==> config.mk <==
export PLATFORM = sky130hd
export DESIGN_NAME = rgc_regs
export DESIGN_NICKNAME = d
export VERILOG_FILES = /design/src/rgc_pkg.sv /design/src/rgc_rssi_coder.sv /design/src/rgc_regs.sv
export VERILOG_INCLUDE_DIRS = /design/src /design/src/src
export SDC_FILE = /design/constraint.sdc
export NUM_CORES = 1
export LEC_CHECK = 0
export CAP_MARGIN = 10
export CELL_PAD_IN_SITES_DETAIL_PLACEMENT = 2
export CELL_PAD_IN_SITES_GLOBAL_PLACEMENT = 2
export CORE_AREA = 3 3 69 119
export DETAILED_ROUTE_END_ITERATION = 8
export DIE_AREA = 0 0 72 122
export DONT_BUFFER_PORTS = 1
export GPL_ROUTABILITY_DRIVEN = 0
export PLACE_DENSITY = 0.89
export SYNTH_ARGS = -nofsm -noshare
export SYNTH_HDL_FRONTEND = slang
export SYNTH_SLANG_ARGS = --single-unit
==> constraint.sdc <==
create_clock -name pclk -period 4.47 [get_ports pclk]
set_input_delay 0.2235 -clock pclk [delete_from_list [all_inputs] [get_ports pclk]]
set_output_delay 0.2235 -clock pclk [all_outputs]
set_load 0.02 [all_outputs]
==> src/rgc_cfg.svh <==
`ifndef RGC_CFG_SVH
`define RGC_CFG_SVH
`define RGC_IDX_GAIN_STATE   6'h2d
`define RGC_IDX_CS_CTRL      6'h2e
`define RGC_IDX_CS_DISP      6'h2f
`define RGC_IDX_IRQ_STATUS   6'h30
`define RGC_IDX_IRQ_MASK     6'h31
`define RGC_IDX_COMMAND      6'h32
`define RGC_IDX_RSSI_CODE    6'h33
`define RGC_RESET_VALUE      8'h00
`define RGC_TRIM_MSB         7
`define RGC_TRIM_LSB         3
`define RGC_GAIN_MSB         2
`define RGC_GAIN_LSB         0
`define RGC_DONE_BIT         2
`define RGC_ERR_BIT          1
`define RGC_IRQ_DONE_BIT     0
`define RGC_IRQ_ERR_BIT      1
`define RGC_CMD_SET_DEFAULT  8'hc1
`define RGC_CMD_START_TRIM   8'hc2
`define RGC_TRIM_STEP_FF     1
`define RGC_TRIM_MAX_FF      31
`define RGC_RSSI_TOP_CODE    4'hd
`endif

==> src/rgc_pkg.sv <==
package rgc_pkg;
  typedef enum logic [2:0] {
    GAIN_2P8  = 3'h0,
    GAIN_6P5  = 3'h1,
    GAIN_1P1  = 3'h2,
    GAIN_0P5  = 3'h4,
    GAIN_0P35 = 3'h6
  } rgc_gain_type;
  typedef enum {TRIM_IDLE, TRIM_RUN} rgc_trim_state_type;
endpackage : rgc_pkg

==> src/rgc_rssi_coder.sv <==
`timescale 1ns/1ps
`include "rgc_cfg.svh"
// level thresholds in mV rms; codes above the top bucket never produced
module rgc_rssi_coder (
  input  wire logic [9:0] level_mv,
  output logic      [3:0] code
);
  localparam logic [9:0] THR [0:12] = '{10'd20, 10'd27, 10'd37, 10'd52, 10'd72, 10'd99, 10'd136,
                                        10'd190, 10'd262, 10'd357, 10'd500, 10'd686, 10'd950};
  always_comb begin
    code = 4'h0;
    for (int i = 0; i < 13; i++) begin
      if (level_mv > THR[i]) code = 4'(i + 1);
    end
  end
endmodule : rgc_rssi_coder

==> src/rgc_regs.sv <==
// Register access over APB was decided locally.
`timescale 1ns/1ps
`include "rgc_cfg.svh"
module rgc_regs (
  input  wire logic        pclk,
  input  wire logic        presetn,
  input  wire logic        psel,
  input  wire logic        penable,
  input  wire logic        pwrite,
  input  wire logic [11:0] paddr,
  input  wire logic [31:0] pwdata,
  output logic      [31:0] prdata,
  output logic             pready,
  output logic             pslverr,
  input  wire logic [3:0]  amplitude_channel_gain_cut,
  input  wire logic [3:0]  phase_channel_gain_cut,
  input  wire logic [9:0]  receiver_input_one_mv,
  input  wire logic        trim_done,
  input  wire logic        trim_valid,
  input  wire logic [4:0]  trim_result,
  output logic             trim_start,
  output logic             trim_auto,
  output logic      [4:0]  trim_manual,
  output logic      [2:0]  sensor_gain,
  output logic             irq
);
  wire        acc      = psel & penable & ~pready;
  wire        wr       = acc & pwrite;
  wire        rd       = acc & ~pwrite;
  wire [5:0]  idx      = paddr[7:2];
  wire        aligned  = (paddr[1:0] == 2'b00) && (paddr[11:8] == 4'h0);
  wire        hit_gs   = aligned && idx == `RGC_IDX_GAIN_STATE;
  wire        hit_ctl  = aligned && idx == `RGC_IDX_CS_CTRL;
  wire        hit_dsp  = aligned && idx == `RGC_IDX_CS_DISP;
  wire        hit_ist  = aligned && idx == `RGC_IDX_IRQ_STATUS;
  wire        hit_msk  = aligned && idx == `RGC_IDX_IRQ_MASK;
  wire        hit_cmd  = aligned && idx == `RGC_IDX_COMMAND;
  wire        hit_rsi  = aligned && idx == `RGC_IDX_RSSI_CODE;
  wire        mapped   = hit_gs | hit_ctl | hit_dsp | hit_ist | hit_msk | hit_cmd | hit_rsi;
  wire        set_def  = wr && hit_cmd && pwdata[7:0] == `RGC_CMD_SET_DEFAULT;
  wire        go_trim  = wr && hit_cmd && pwdata[7:0] == `RGC_CMD_START_TRIM;
  logic [7:0] gs_q;
  logic [7:0] ctl_q;
  logic [7:0] dsp_q;
  logic [1:0] ist_q;
  logic [1:0] msk_q;
  logic [3:0] rssi_q;
  logic [3:0] rssi_code;
  rgc_pkg::rgc_trim_state_type st_q;
  rgc_rssi_coder u_rssi (
    .level_mv (receiver_input_one_mv),
    .code     (rssi_code)
  );
  wire [4:0]  man      = ctl_q[`RGC_TRIM_MSB:`RGC_TRIM_LSB];
  wire        is_auto  = (man == 5'h00);
  wire        fin      = (st_q == rgc_pkg::TRIM_RUN) && trim_done;
  // a trim result of zero is also treated as no valid trim
  wire        bad      = ~trim_valid | (trim_result == 5'h00);
  wire [1:0]  ev       = {fin & bad, fin};
  wire [7:0]  rd_mux   = hit_gs  ? gs_q :
                         hit_ctl ? ctl_q :
                         hit_dsp ? dsp_q :
                         hit_ist ? {6'h00, ist_q} :
                         hit_msk ? {6'h00, msk_q} :
                         hit_rsi ? {4'h0, rssi_q} : 8'h00;
  always_ff @(posedge pclk or negedge presetn) begin
    if (!presetn) begin
      pready  <= 1'b0;
      pslverr <= 1'b0;
      prdata  <= 32'h0000_0000;
    end else begin
      pready  <= acc;
      pslverr <= acc & ~mapped;
      prdata  <= rd ? {24'h00_0000, rd_mux} : 32'h0000_0000;
    end
  end
  always_ff @(posedge pclk or negedge presetn) begin
    if (!presetn) begin
      gs_q   <= `RGC_RESET_VALUE;
      rssi_q <= 4'h0;
    end else if (set_def) begin
      gs_q   <= `RGC_RESET_VALUE;
      rssi_q <= 4'h0;
    end else begin
      gs_q   <= {amplitude_channel_gain_cut, phase_channel_gain_cut};
      rssi_q <= rssi_code;
    end
  end
  // unused gain codes are kept as written; the analog side must ignore them
  always_ff @(posedge pclk or negedge presetn) begin
    if (!presetn) ctl_q <= `RGC_RESET_VALUE;
    else if (set_def) ctl_q <= `RGC_RESET_VALUE;
    else if (wr && hit_ctl) ctl_q <= pwdata[7:0];
  end
  always_ff @(posedge pclk or negedge presetn) begin
    if (!presetn) begin
      dsp_q <= `RGC_RESET_VALUE;
      st_q  <= rgc_pkg::TRIM_IDLE;
    end else if (set_def) begin
      dsp_q <= `RGC_RESET_VALUE;
      st_q  <= rgc_pkg::TRIM_IDLE;
    end else begin
      case (st_q)
        rgc_pkg::TRIM_IDLE: begin
          if (go_trim && is_auto) begin
            st_q  <= rgc_pkg::TRIM_RUN;
            dsp_q <= `RGC_RESET_VALUE;
          end
        end
        rgc_pkg::TRIM_RUN: begin
          if (trim_done) begin
            st_q  <= rgc_pkg::TRIM_IDLE;
            dsp_q <= {trim_result, 1'b1, bad, 1'b0};
          end
        end
        default: st_q <= rgc_pkg::TRIM_IDLE;
      endcase
    end
  end
  // set beats clear so a finishing trim is never lost
  always_ff @(posedge pclk or negedge presetn) begin
    if (!presetn) begin
      ist_q <= 2'b00;
      msk_q <= 2'b00;
    end else begin
      ist_q <= (ist_q & ~((wr && hit_ist) ? pwdata[1:0] : 2'b00)) | ev;
      if (wr && hit_msk) msk_q <= pwdata[1:0];
    end
  end
  always_ff @(posedge pclk or negedge presetn) begin
    if (!presetn) begin
      irq         <= 1'b0;
      trim_start  <= 1'b0;
      trim_auto   <= 1'b1;
      trim_manual <= 5'h00;
      sensor_gain <= 3'h0;
    end else begin
      irq         <= |(ist_q & msk_q);
      trim_start  <= go_trim && is_auto && st_q == rgc_pkg::TRIM_IDLE && !set_def;
      trim_auto   <= is_auto;
      trim_manual <= man;
      sensor_gain <= ctl_q[`RGC_GAIN_MSB:`RGC_GAIN_LSB];
    end
  end
endmodule : rgc_regs

==> flow_metrics.py, run 1 <==
metrics = {
    "logic_synthesis": {
        "synth_flop_cell": "dfrtp_1",
        "synthTopCellsByArea": "dfrtp_1 46%, buf_4 6.6%, a21oi_1 3.2%",
        "ys_types": 54,
        "async_reset_ff_frac": 1.00,
        "ys_seq_area_frac": 0.467,
        "yosysWarnings": 0,
        "synth_area_um2": 2840,
        "synth_top_area_frac": 0.458,
        "synth_edf_count": 0,
        "synth.ff_latch_count": 53,
        "syn_inst": 284,
        "yosysTopAreaCell": "dfrtp_1",
        "postSynthAreaPerCell_um2": 10.0,
    },
    "pwr": {
        "power_frac_comb": 0.081,
        "p_clk_frac": 0.407,
        "seq_power_share": 0.512,
        "p_leak_uw": 0.00126,
        "cellPowerDensity_nw_per_um2": 326,
        "intPower_uw": 737,
        "vdd_ir_drop_max_mv": 0.131,
        "swShare": 0.233,
        "p_switching_uw": 224,
    },
    "cells_and_area": {
        "area_growth_syn_to_layout_pct": 3.70,
        "layout_commonest_cell": "dfrtp_1",
        "fin_util": 0.402,
        "n_fill_cell": 820,
        "diodes": 0,
        "final_cell_mix": "52 x dfrtp_1, 24 x nand2_1, 24 x conb_1",
        "drive_above_1_share": 0.0942,
        "nets": 349,
    },
    "routing": {
        "antenna_left": 0,
        "viasPerCell": 5.97,
        "remaining_drc_errors": 0,
        "wl_um": 8510,
        "post_drt_wl_per_cell_um": 23.5,
        "vias": 2161,
        "dr.pass1.iters": 4,
        "first_iter_violations": 183,
    },
    "grt": {
        "grt_overflow": 0,
        "grt_pass1_wl_um": 13600,
        "grt_pass1_vias": 2416,
        "gr-usage-all-layers": 0.204,
        "antenna_found_initial": 0,
        "grt_max_degree": 54,
    },
    "sta": {
        "post-route-period-util": 0.638,
        "finClkSkew_ns": 0.0109,
        "clock.fmax_mhz": 351,
        "period_minus_slack_ns": 2.85,
        "final-max-slew-violation-count": 0,
        "rsz0062_at_grt": "no",
        "fin_tns_setup_ns": 0,
        "slew_headroom": 0.328,
        "whs_ns": 0.0691,
        "hold_viol_final": 0,
        "setup_viol": 0,
        "tightest_slew_ns": 1.01,
    },
    "hold_path": {
        "min_from": "pwdata[1]",
        "hold_path_end": "msk_q[1]",
        "hp-class": "in -> reg",
        "min_path_cells": 1,
    },
    "worst_setup_path": {
        "r2r_cells": 5,
        "cp_max_fo": 24,
        "r2r_end": "dsp_q[6]",
        "criticalPathCategory": "reg -> reg",
        "end_kind": "register",
        "r2r_setup_slack_ns": 1.62,
        "start_kind": "register",
        "crit-reg2reg-launch": "pready",
        "required_ns": 4.65,
        "crit_arrival_ns": 3.03,
    },
    "run": {
        "drv_cap": 0,
    },
    "floorplan": {
        "die_w_um": 72,
        "dieArea_um2": 8780,
        "start_util": 0.388,
        "rows": 41,
        "dieHeight_um": 122,
        "top_level_ports": 119,
        "coreArea_um2": 7340,
    },
    "clocking": {
        "cts-buffers-inserted": 5,
        "cts_buffer_depth": 2,
        "clock_sinks": 53,
        "cts-root-buf": "clkbuf_16",
        "cts.htree.levels": 2,
        "clkTransAtPathRegs_ns": 0.07,
        "clk_latency_ns": 0.30,
        "cts.repair.resized": 0,
        "cts_tree": "built",
    },
    "placed_design": {
        "portBuffers": 0,
        "hpwl_um": 6130,
    },
    "run_status": {
        "status": "completed",
    },
}
[area by class of cell]
type,count,area (um2),area share
Multi-Input combinational cell,209,1310,0.443
Sequential cell,53,1330,0.450
Tap cell,86,108,0.0365
Clock buffer,7,143,0.0484
Inverter,3,11.3,0.00382
Timing Repair Buffer,3,45.0,0.0153
Clock inverter,1,7.51,0.00255
[synthesized netlist by cell type, types with 2 or more instances]
cell and count:
dfrtp_1 52, buf_4 25, nand2_1 24, a21oi_1 18, nand3_1 12, nor2_1 12, clkbuf_1 11, nor2b_1 11
a22o_1 7, nand2b_1 7, nor3_1 7, o21ai_0 6, a22oi_1 5, mux2_2 5, nand3b_1 5, and3_1 4
buf_6 4, o21ai_1 4, a31oi_1 3, and4_1 3, inv_1 3, nor3b_1 3, o21bai_1 3, o22ai_1 3
or3_1 3, or4_1 3, or4b_2 3, a211oi_1 2, a21boi_0 2, a21o_1 2, a221oi_2 2, a32o_1 2
buf_2 2, mux2_1 2, nand4_1 2, nor4_1 2, nor4_4 2, o21a_1 2
[kinds of logic (layout without fill, tap and decap cells)]
logic type / Yosys count / count (layout) / share of synthesized area
compound gates: 69 / 69 / 0.171
buf+inv: 45 / 14 / 0.104
flops: 53 / 53 / 0.467
mux: 8 / 8 / 0.0312
other cells: 1 / 24 / 0.00132
simple gates: 108 / 108 / 0.226
[power by group through the flow]
stage / clock, uW / sequential, uW / combinational [uW]
after floorplan: 0 / 500 / 81.8
after global placement: 0 / 501 / 61.1
after detailed placement: 0 / 501 / 63.6
after CTS: 398 / 492 / 78.2
after global routing: 419 / 492 / 87.3
final: 391 / 492 / 77.8
[per-stage QoR]
step,instance area [um2],total power (uW),setup slack (ns),std cells
2_1_floorplan,2930,582,2.60,307
3_3_place_gp,2760,562,1.58,352
3_5_place_dp,2760,565,1.54,352
4_1_cts,2950,968,1.66,362
5_1_grt,2950,999,1.40,362
6_report,2950,961,1.62,362
[metal layers]
metal / global-route usage / part of all wire
met1: 0.205 / 0.33
met5: 0 / 0
met2: 0.406 / 0.61
met3: 0.0339 / 0.044
met4: 0.0718 / 0.021
[sequential cells by signal, summed over array words and instances, names as in the netlist]
register / flops
pready: 1
sensor_gain: 3
trim_auto: 1
rssi_q: 4
pslverr: 1
prdata: 8
irq: 1
msk_q: 2
ctl_q: 8
st_q: 1
gs_q: 8
trim_manual: 5
ist_q: 2
trim_start: 1
dsp_q: 7
[worst max-delay path by stage]
stage	end	start
after floorplan	msk_q[0]	paddr[8]
after global placement	dsp_q[6]	paddr[8]
after detailed placement	dsp_q[3]	paddr[8]
after CTS	dsp_q[3]	pready
after global routing	dsp_q[3]	pready
final	dsp_q[6]	pready
[critical path, stage by stage, from the launching register on]
cell	delay [ns]
dfrtp_1	0.47
nand3b_1	0.29
nor2_1	0.57
and3_1	0.94
nor2_2	0.16
a22o_1	0.29
[what timing repair did]
action,CTS,global route
hold endpoints to repair,53,0
setup buffers,0,0
hold buffers,2,0
Power figures use the tool's default switching activity.
==> run 2: changes to the inputs <==
--- a/config.mk
+++ b/config.mk
@@ -9,12 +9,12 @@
 export CAP_MARGIN = 10
 export CELL_PAD_IN_SITES_DETAIL_PLACEMENT = 2
 export CELL_PAD_IN_SITES_GLOBAL_PLACEMENT = 2
-export CORE_AREA = 3 3 69 119
+export CORE_AREA = 3 3 71 122
 export DETAILED_ROUTE_END_ITERATION = 8
-export DIE_AREA = 0 0 72 122
+export DIE_AREA = 0 0 74 125
 export DONT_BUFFER_PORTS = 1
 export GPL_ROUTABILITY_DRIVEN = 0
-export PLACE_DENSITY = 0.89
+export PLACE_DENSITY = 0.85
 export SYNTH_ARGS = -nofsm -noshare
 export SYNTH_HDL_FRONTEND = slang
 export SYNTH_SLANG_ARGS = --single-unit
==> constraint.sdc (replaced) <==
create_clock -name pclk -period 2.87 [get_ports pclk]
set_input_delay 0.1435 -clock pclk [delete_from_list [all_inputs] [get_ports pclk]]
set_output_delay 0.1435 -clock pclk [all_outputs]
set_load 0.02 [all_outputs]
==> flow_metrics.py, run 2 (same netlist as run 1, synthesis figures left out) <==
metrics = {
    "routing": {
        "vias": 2214,
        "first_iter_violations": 105,
        "post_drt_wl_per_cell_um": 21.7,
        "wl_um": 8360,
        "antenna_left": 0,
        "dr.pass1.iters": 4,
        "remaining_drc_errors": 0,
        "viasPerCell": 5.74,
    },
    "floorplan": {
        "coreArea_um2": 7720,
        "top_level_ports": 119,
        "start_util": 0.368,
        "die_w_um": 74,
        "dieHeight_um": 125,
        "dieArea_um2": 9250,
        "rows": 42,
    },
    "worst_setup_path": {
        "end_kind": "register",
        "required_ns": 3.06,
        "cp.depth": 6,
        "cp_slowest_cell": "and3_1",
        "crit_arrival_ns": 2.36,
        "start_kind": "register",
        "path_buf_inv": 1,
        "path_cells": "nand3b_1, nor2_1, and3_1, buf_4, nand3b_1, nand2_1",
        "r2r_cells": 6,
        "max_stage_delay_ns": 0.52,
        "cp_max_fo": 13,
        "cpMostUsedCell": "nand3b_1",
        "crit_family": "simple AND/OR/NAND/NOR gates",
        "criticalPathCategory": "reg -> reg",
    },
    "grt": {
        "grt_pass1_wl_um": 13300,
        "antenna_found_initial": 0,
        "grt_max_degree": 54,
        "grt_pass1_vias": 2532,
        "grt_overflow": 0,
        "gr-usage-all-layers": 0.190,
    },
    "clocking": {
        "clk_latency_ns": 0.30,
        "cts_buffer_depth": 2,
        "cts-root-buf": "clkbuf_16",
        "cts_tree": "built",
        "cts-buffers-inserted": 5,
        "clkTransAtPathRegs_ns": 0.07,
        "post-cts-setup-buffers": 0,
        "cts.htree.levels": 2,
        "clock_sinks": 53,
    },
    "cells_and_area": {
        "finalNonFillerCells": 386,
        "drive_above_1_share": 0.101,
        "diodes": 0,
        "stdcell_area_um2": 3210,
        "area_growth_syn_to_layout_pct": 12.8,
        "nets": 371,
        "top_regs": "ctl_q (8), gs_q (8), prdata (8)",
        "layout_commonest_cell": "dfrtp_1",
        "final_cell_mix": "52 x dfrtp_1, 24 x nand2_1, 24 x conb_1",
    },
    "sta": {
        "clock.fmax_mhz": 462,
        "fin_tns_setup_ns": 0,
        "post-route-period-util": 0.754,
        "worst_slack_ns": 0.705,
        "final-max-slew-violation-count": 0,
        "hold_viol_final": 0,
        "period_minus_slack_ns": 2.16,
        "rsz0062_at_grt": "no",
        "tightest_slew_ns": 0.774,
        "slew_headroom": 0.480,
        "finClkSkew_ns": 0.00487,
        "setup_viol": 0,
    },
    "run_status": {
        "status": "completed",
    },
    "placed_design": {
        "portBuffers": 0,
        "hpwl_um": 5800,
        "dp_slack_ns": 0.637,
        "dpl.cell_count": 357,
        "place_area_um2": 2790,
    },
    "pwr": {
        "cellPowerDensity_nw_per_um2": 526,
        "p_leak_uw": 0.00138,
        "vdd_ir_drop_max_mv": 0.231,
    },
    "hold_path": {
        "hp-class": "in -> reg",
        "min_path_cells": 1,
    },
    "run": {
        "drv_cap": 0,
    },
}
==> run 2: final timing paths <==
check | startpoint | slack, ns | end
setup / recovery | pready | 0.71 | ctl_q[1]
hold / removal | trim_done | 0.02 | ist_q[1]
setup reg to reg | pready | 0.71 | ctl_q[1]
hold reg to reg | ctl_q[0] | 0.42 | sensor_gain[0]
max in group asynchronous | presetn | 2.25 | trim_auto
min in group asynchronous | presetn | 0.36 | prdata[4]
==> run 2: repair_timing <==
item / in CTS / in global routing
hold buffers: 21 / 0
resized for setup: 0 / 0
endpoints found under the hold margin: 74 / 0
==> run 2: routing by layer <==
| metal | up-vias | share of wire | global-route usage |
|---|---|---|---|
| li1 | 1002 | - | - |
| met1 | 1122 | 0.33 | 0.181 |
| met2 | 73 | 0.59 | 0.361 |
| met3 | 17 | 0.053 | 0.0482 |
| met4 | 0 | 0.026 | 0.0854 |
| met5 | - | 0 | 0 |
==> run 2: worst reg2reg max path: cells and delay by family (launching register included) <==
family                 cells  cell delay [ns]
flip-flops                 1             0.47
buffers and inverters      1             0.31
AND/OR/NAND/NOR            5             1.28
==> run 2: per-stage QoR <==
stage	power, uW	utilization	hold WS (ns)
after floorplan	906	-	-0.152
after global placement	876	0.361	-0.151
after detailed placement	880	0.361	-0.151
after CTS	1710	0.415	0.00243
after global routing	1760	0.415	0.00680
final	1690	0.415	0.0179
==> run 2: area by class of cell <==
type	instances	area [um2]
repair buffers	25	258
well taps	88	110
flip-flops and latches	53	1330
inverters	3	11.3
fillers	850	4520
clock inverters	3	68.8
multi-input cells	209	1310
clock buffers	5	125
==> run 2: power breakdown <==
group | leakage [uW] | switching, uW | total [uW] | internal, uW
clock | 0.0000944 | 275 | 777 | 503
combinational | 0.000576 | 85.1 | 143 | 58.2
sequential | 0.000707 | 6.59 | 766 | 759
==> run 3: changes to the inputs <==
==> constraint.sdc (replaced) <==
create_clock -name pclk -period 2.15 [get_ports pclk]
set_input_delay 0.1075 -clock pclk [delete_from_list [all_inputs] [get_ports pclk]]
set_output_delay 0.1075 -clock pclk [all_outputs]
set_load 0.02 [all_outputs]
==> flow_metrics.py, run 3 (same netlist as run 1, synthesis figures left out) <==
metrics = {
    "run_status": {
        "status": "completed",
    },
    "pwr": {
        "p_leak_uw": 0.00140,
        "intPower_uw": 1530,
        "vdd_ir_drop_max_mv": 0.384,
        "p_switching_uw": 489,
        "total_power_uw": 2020,
        "power_frac_comb": 0.103,
        "seq_power_share": 0.505,
        "p_clk_frac": 0.392,
        "cellPowerDensity_nw_per_um2": 623,
        "swShare": 0.242,
    },
    "routing": {
        "remaining_drc_errors": 0,
        "post_drt_wl_per_cell_um": 22.7,
        "wl_um": 8970,
        "vias": 2302,
        "antenna_left": 0,
        "dr.pass1.iters": 4,
        "first_iter_violations": 144,
        "viasPerCell": 5.83,
    },
    "worst_setup_path": {
        "required_ns": 2.33,
        "criticalPathCategory": "reg -> reg",
        "start_kind": "register",
        "end_kind": "register",
        "cp_max_fo": 9,
        "crit_arrival_ns": 2.19,
    },
    "grt": {
        "antenna_found_initial": 0,
        "grt_overflow": 0,
        "grt_max_degree": 54,
        "gr-usage-all-layers": 0.199,
        "grt_pass1_vias": 2585,
        "grt_pass1_wl_um": 14000,
    },
    "floorplan": {
        "coreArea_um2": 7720,
        "start_util": 0.368,
        "top_level_ports": 119,
        "dieHeight_um": 125,
        "rows": 42,
        "dieArea_um2": 9250,
        "die_w_um": 74,
    },
    "clocking": {
        "cts-buffers-inserted": 5,
        "cts.htree.levels": 2,
        "cts_buffer_depth": 2,
        "cts_tree": "built",
        "post-cts-setup-buffers": 0,
        "cts-root-buf": "clkbuf_16",
        "clock_sinks": 53,
        "clkTransAtPathRegs_ns": 0.07,
        "clk_latency_ns": 0.29,
    },
    "sta": {
        "clock.fmax_mhz": 497,
        "finClkSkew_ns": 0.00251,
        "rsz0062_at_grt": "no",
        "hold_viol_final": 0,
        "setup_viol": 0,
        "period_minus_slack_ns": 2.01,
        "final-max-slew-violation-count": 0,
        "slew_headroom": 0.595,
        "fin_tns_setup_ns": 0,
        "post-route-period-util": 0.935,
        "tightest_slew_ns": 0.601,
    },
    "cells_and_area": {
        "n_fill_cell": 827,
        "diodes": 0,
        "top_regs": "ctl_q (8), gs_q (8), prdata (8)",
        "multiInputGateArea_um2": 1320,
        "area_growth_syn_to_layout_pct": 14.0,
        "seq_area_um2": 1330,
        "layout_commonest_cell": "dfrtp_1",
        "nets": 380,
        "drive_above_1_share": 0.121,
        "final_cell_mix": "52 x dfrtp_1, 24 x nand2_1, 24 x conb_1",
    },
    "run": {
        "drv_cap": 0,
    },
    "hold_path": {
        "hp-class": "in -> reg",
    },
    "placed_design": {
        "portBuffers": 0,
        "hpwl_um": 5960,
    },
}
-- run 3: cell count changes in the layout (fill, tap and decap cells not counted), sizes merged --
cell	change
buf	+6
bufinv	-2
clkinv	+1
clkinvlp	+1
dlygate4sd3	+3
-- run 3: per-layer routing --
metal | up-vias | track usage | wire [um]
li1 | 1019 | - | -
met4 | 0 | 0.0768 | 291
met1 | 1192 | 0.204 | 3090
met2 | 73 | 0.374 | 5170
met5 | - | 0 | 0
met3 | 18 | 0.0402 | 412
-- run 3: final timing paths --
check / cells past startpoint / startpoint / slack (ns) / to
setup / recovery: 4 / ctl_q[5] / 0.14 / dsp_q[4]
hold / removal: 2 / paddr[2] / 0.003 / prdata[7]
setup reg to reg: 4 / ctl_q[5] / 0.14 / dsp_q[4]
hold reg to reg: 0 / ctl_q[2] / 0.42 / sensor_gain[2]
max in group asynchronous: 2 / presetn / 1.55 / trim_auto
min in group asynchronous: 2 / presetn / 0.33 / trim_manual[1]
-- run 3: layout make-up --
| cell class | instances | share of cell area |
|---|---|---|
| sequential | 53 | 0.409 |
| multi-input combinational | 209 | 0.405 |
| timing repair buffer | 34 | 0.103 |
| clock buffer | 5 | 0.0386 |
| tap | 88 | 0.0340 |
| clock inverter | 3 | 0.00656 |
| inverter | 3 | 0.00347 |
-- run 3: critical path, cell delays in order (launching register included) --
cell	delay (ns)
dfrtp_1	0.41
or4_1	0.60
o41ai_2	0.33
a32oi_2	0.26
a22o_1	0.29
-- run 3: metrics by stage --
step	setup WS, ns	utilization	instances	instance area (um2)	hold WS (ns)
floorplan	0.312	-	307	2930	-0.188
global placement	0.135	0.367	363	2830	-0.187
detailed placement	0.0631	0.367	363	2830	-0.187
CTS	0.0347	0.419	395	3240	0.000767
global route	0.0399	0.420	395	3240	0.0213
finish	0.140	0.420	395	3240	0.00319
-- run 3: what timing repair did --
item	4_1_cts	5_1_grt
hold endpoints to repair	81	0
gates resized for setup	0	1
setup endpoints to repair	0	7
hold buffers	24	0
-- run 3: power groups by stage --
stage / logic [uW] / registers [uW] / clock network (uW)
2_1_floorplan: 170 / 1040 / 0
3_3_place_gp: 133 / 1040 / 0
3_5_place_dp: 138 / 1040 / 0
4_1_cts: 204 / 1020 / 808
5_1_grt: 228 / 1020 / 851
6_report: 208 / 1020 / 792
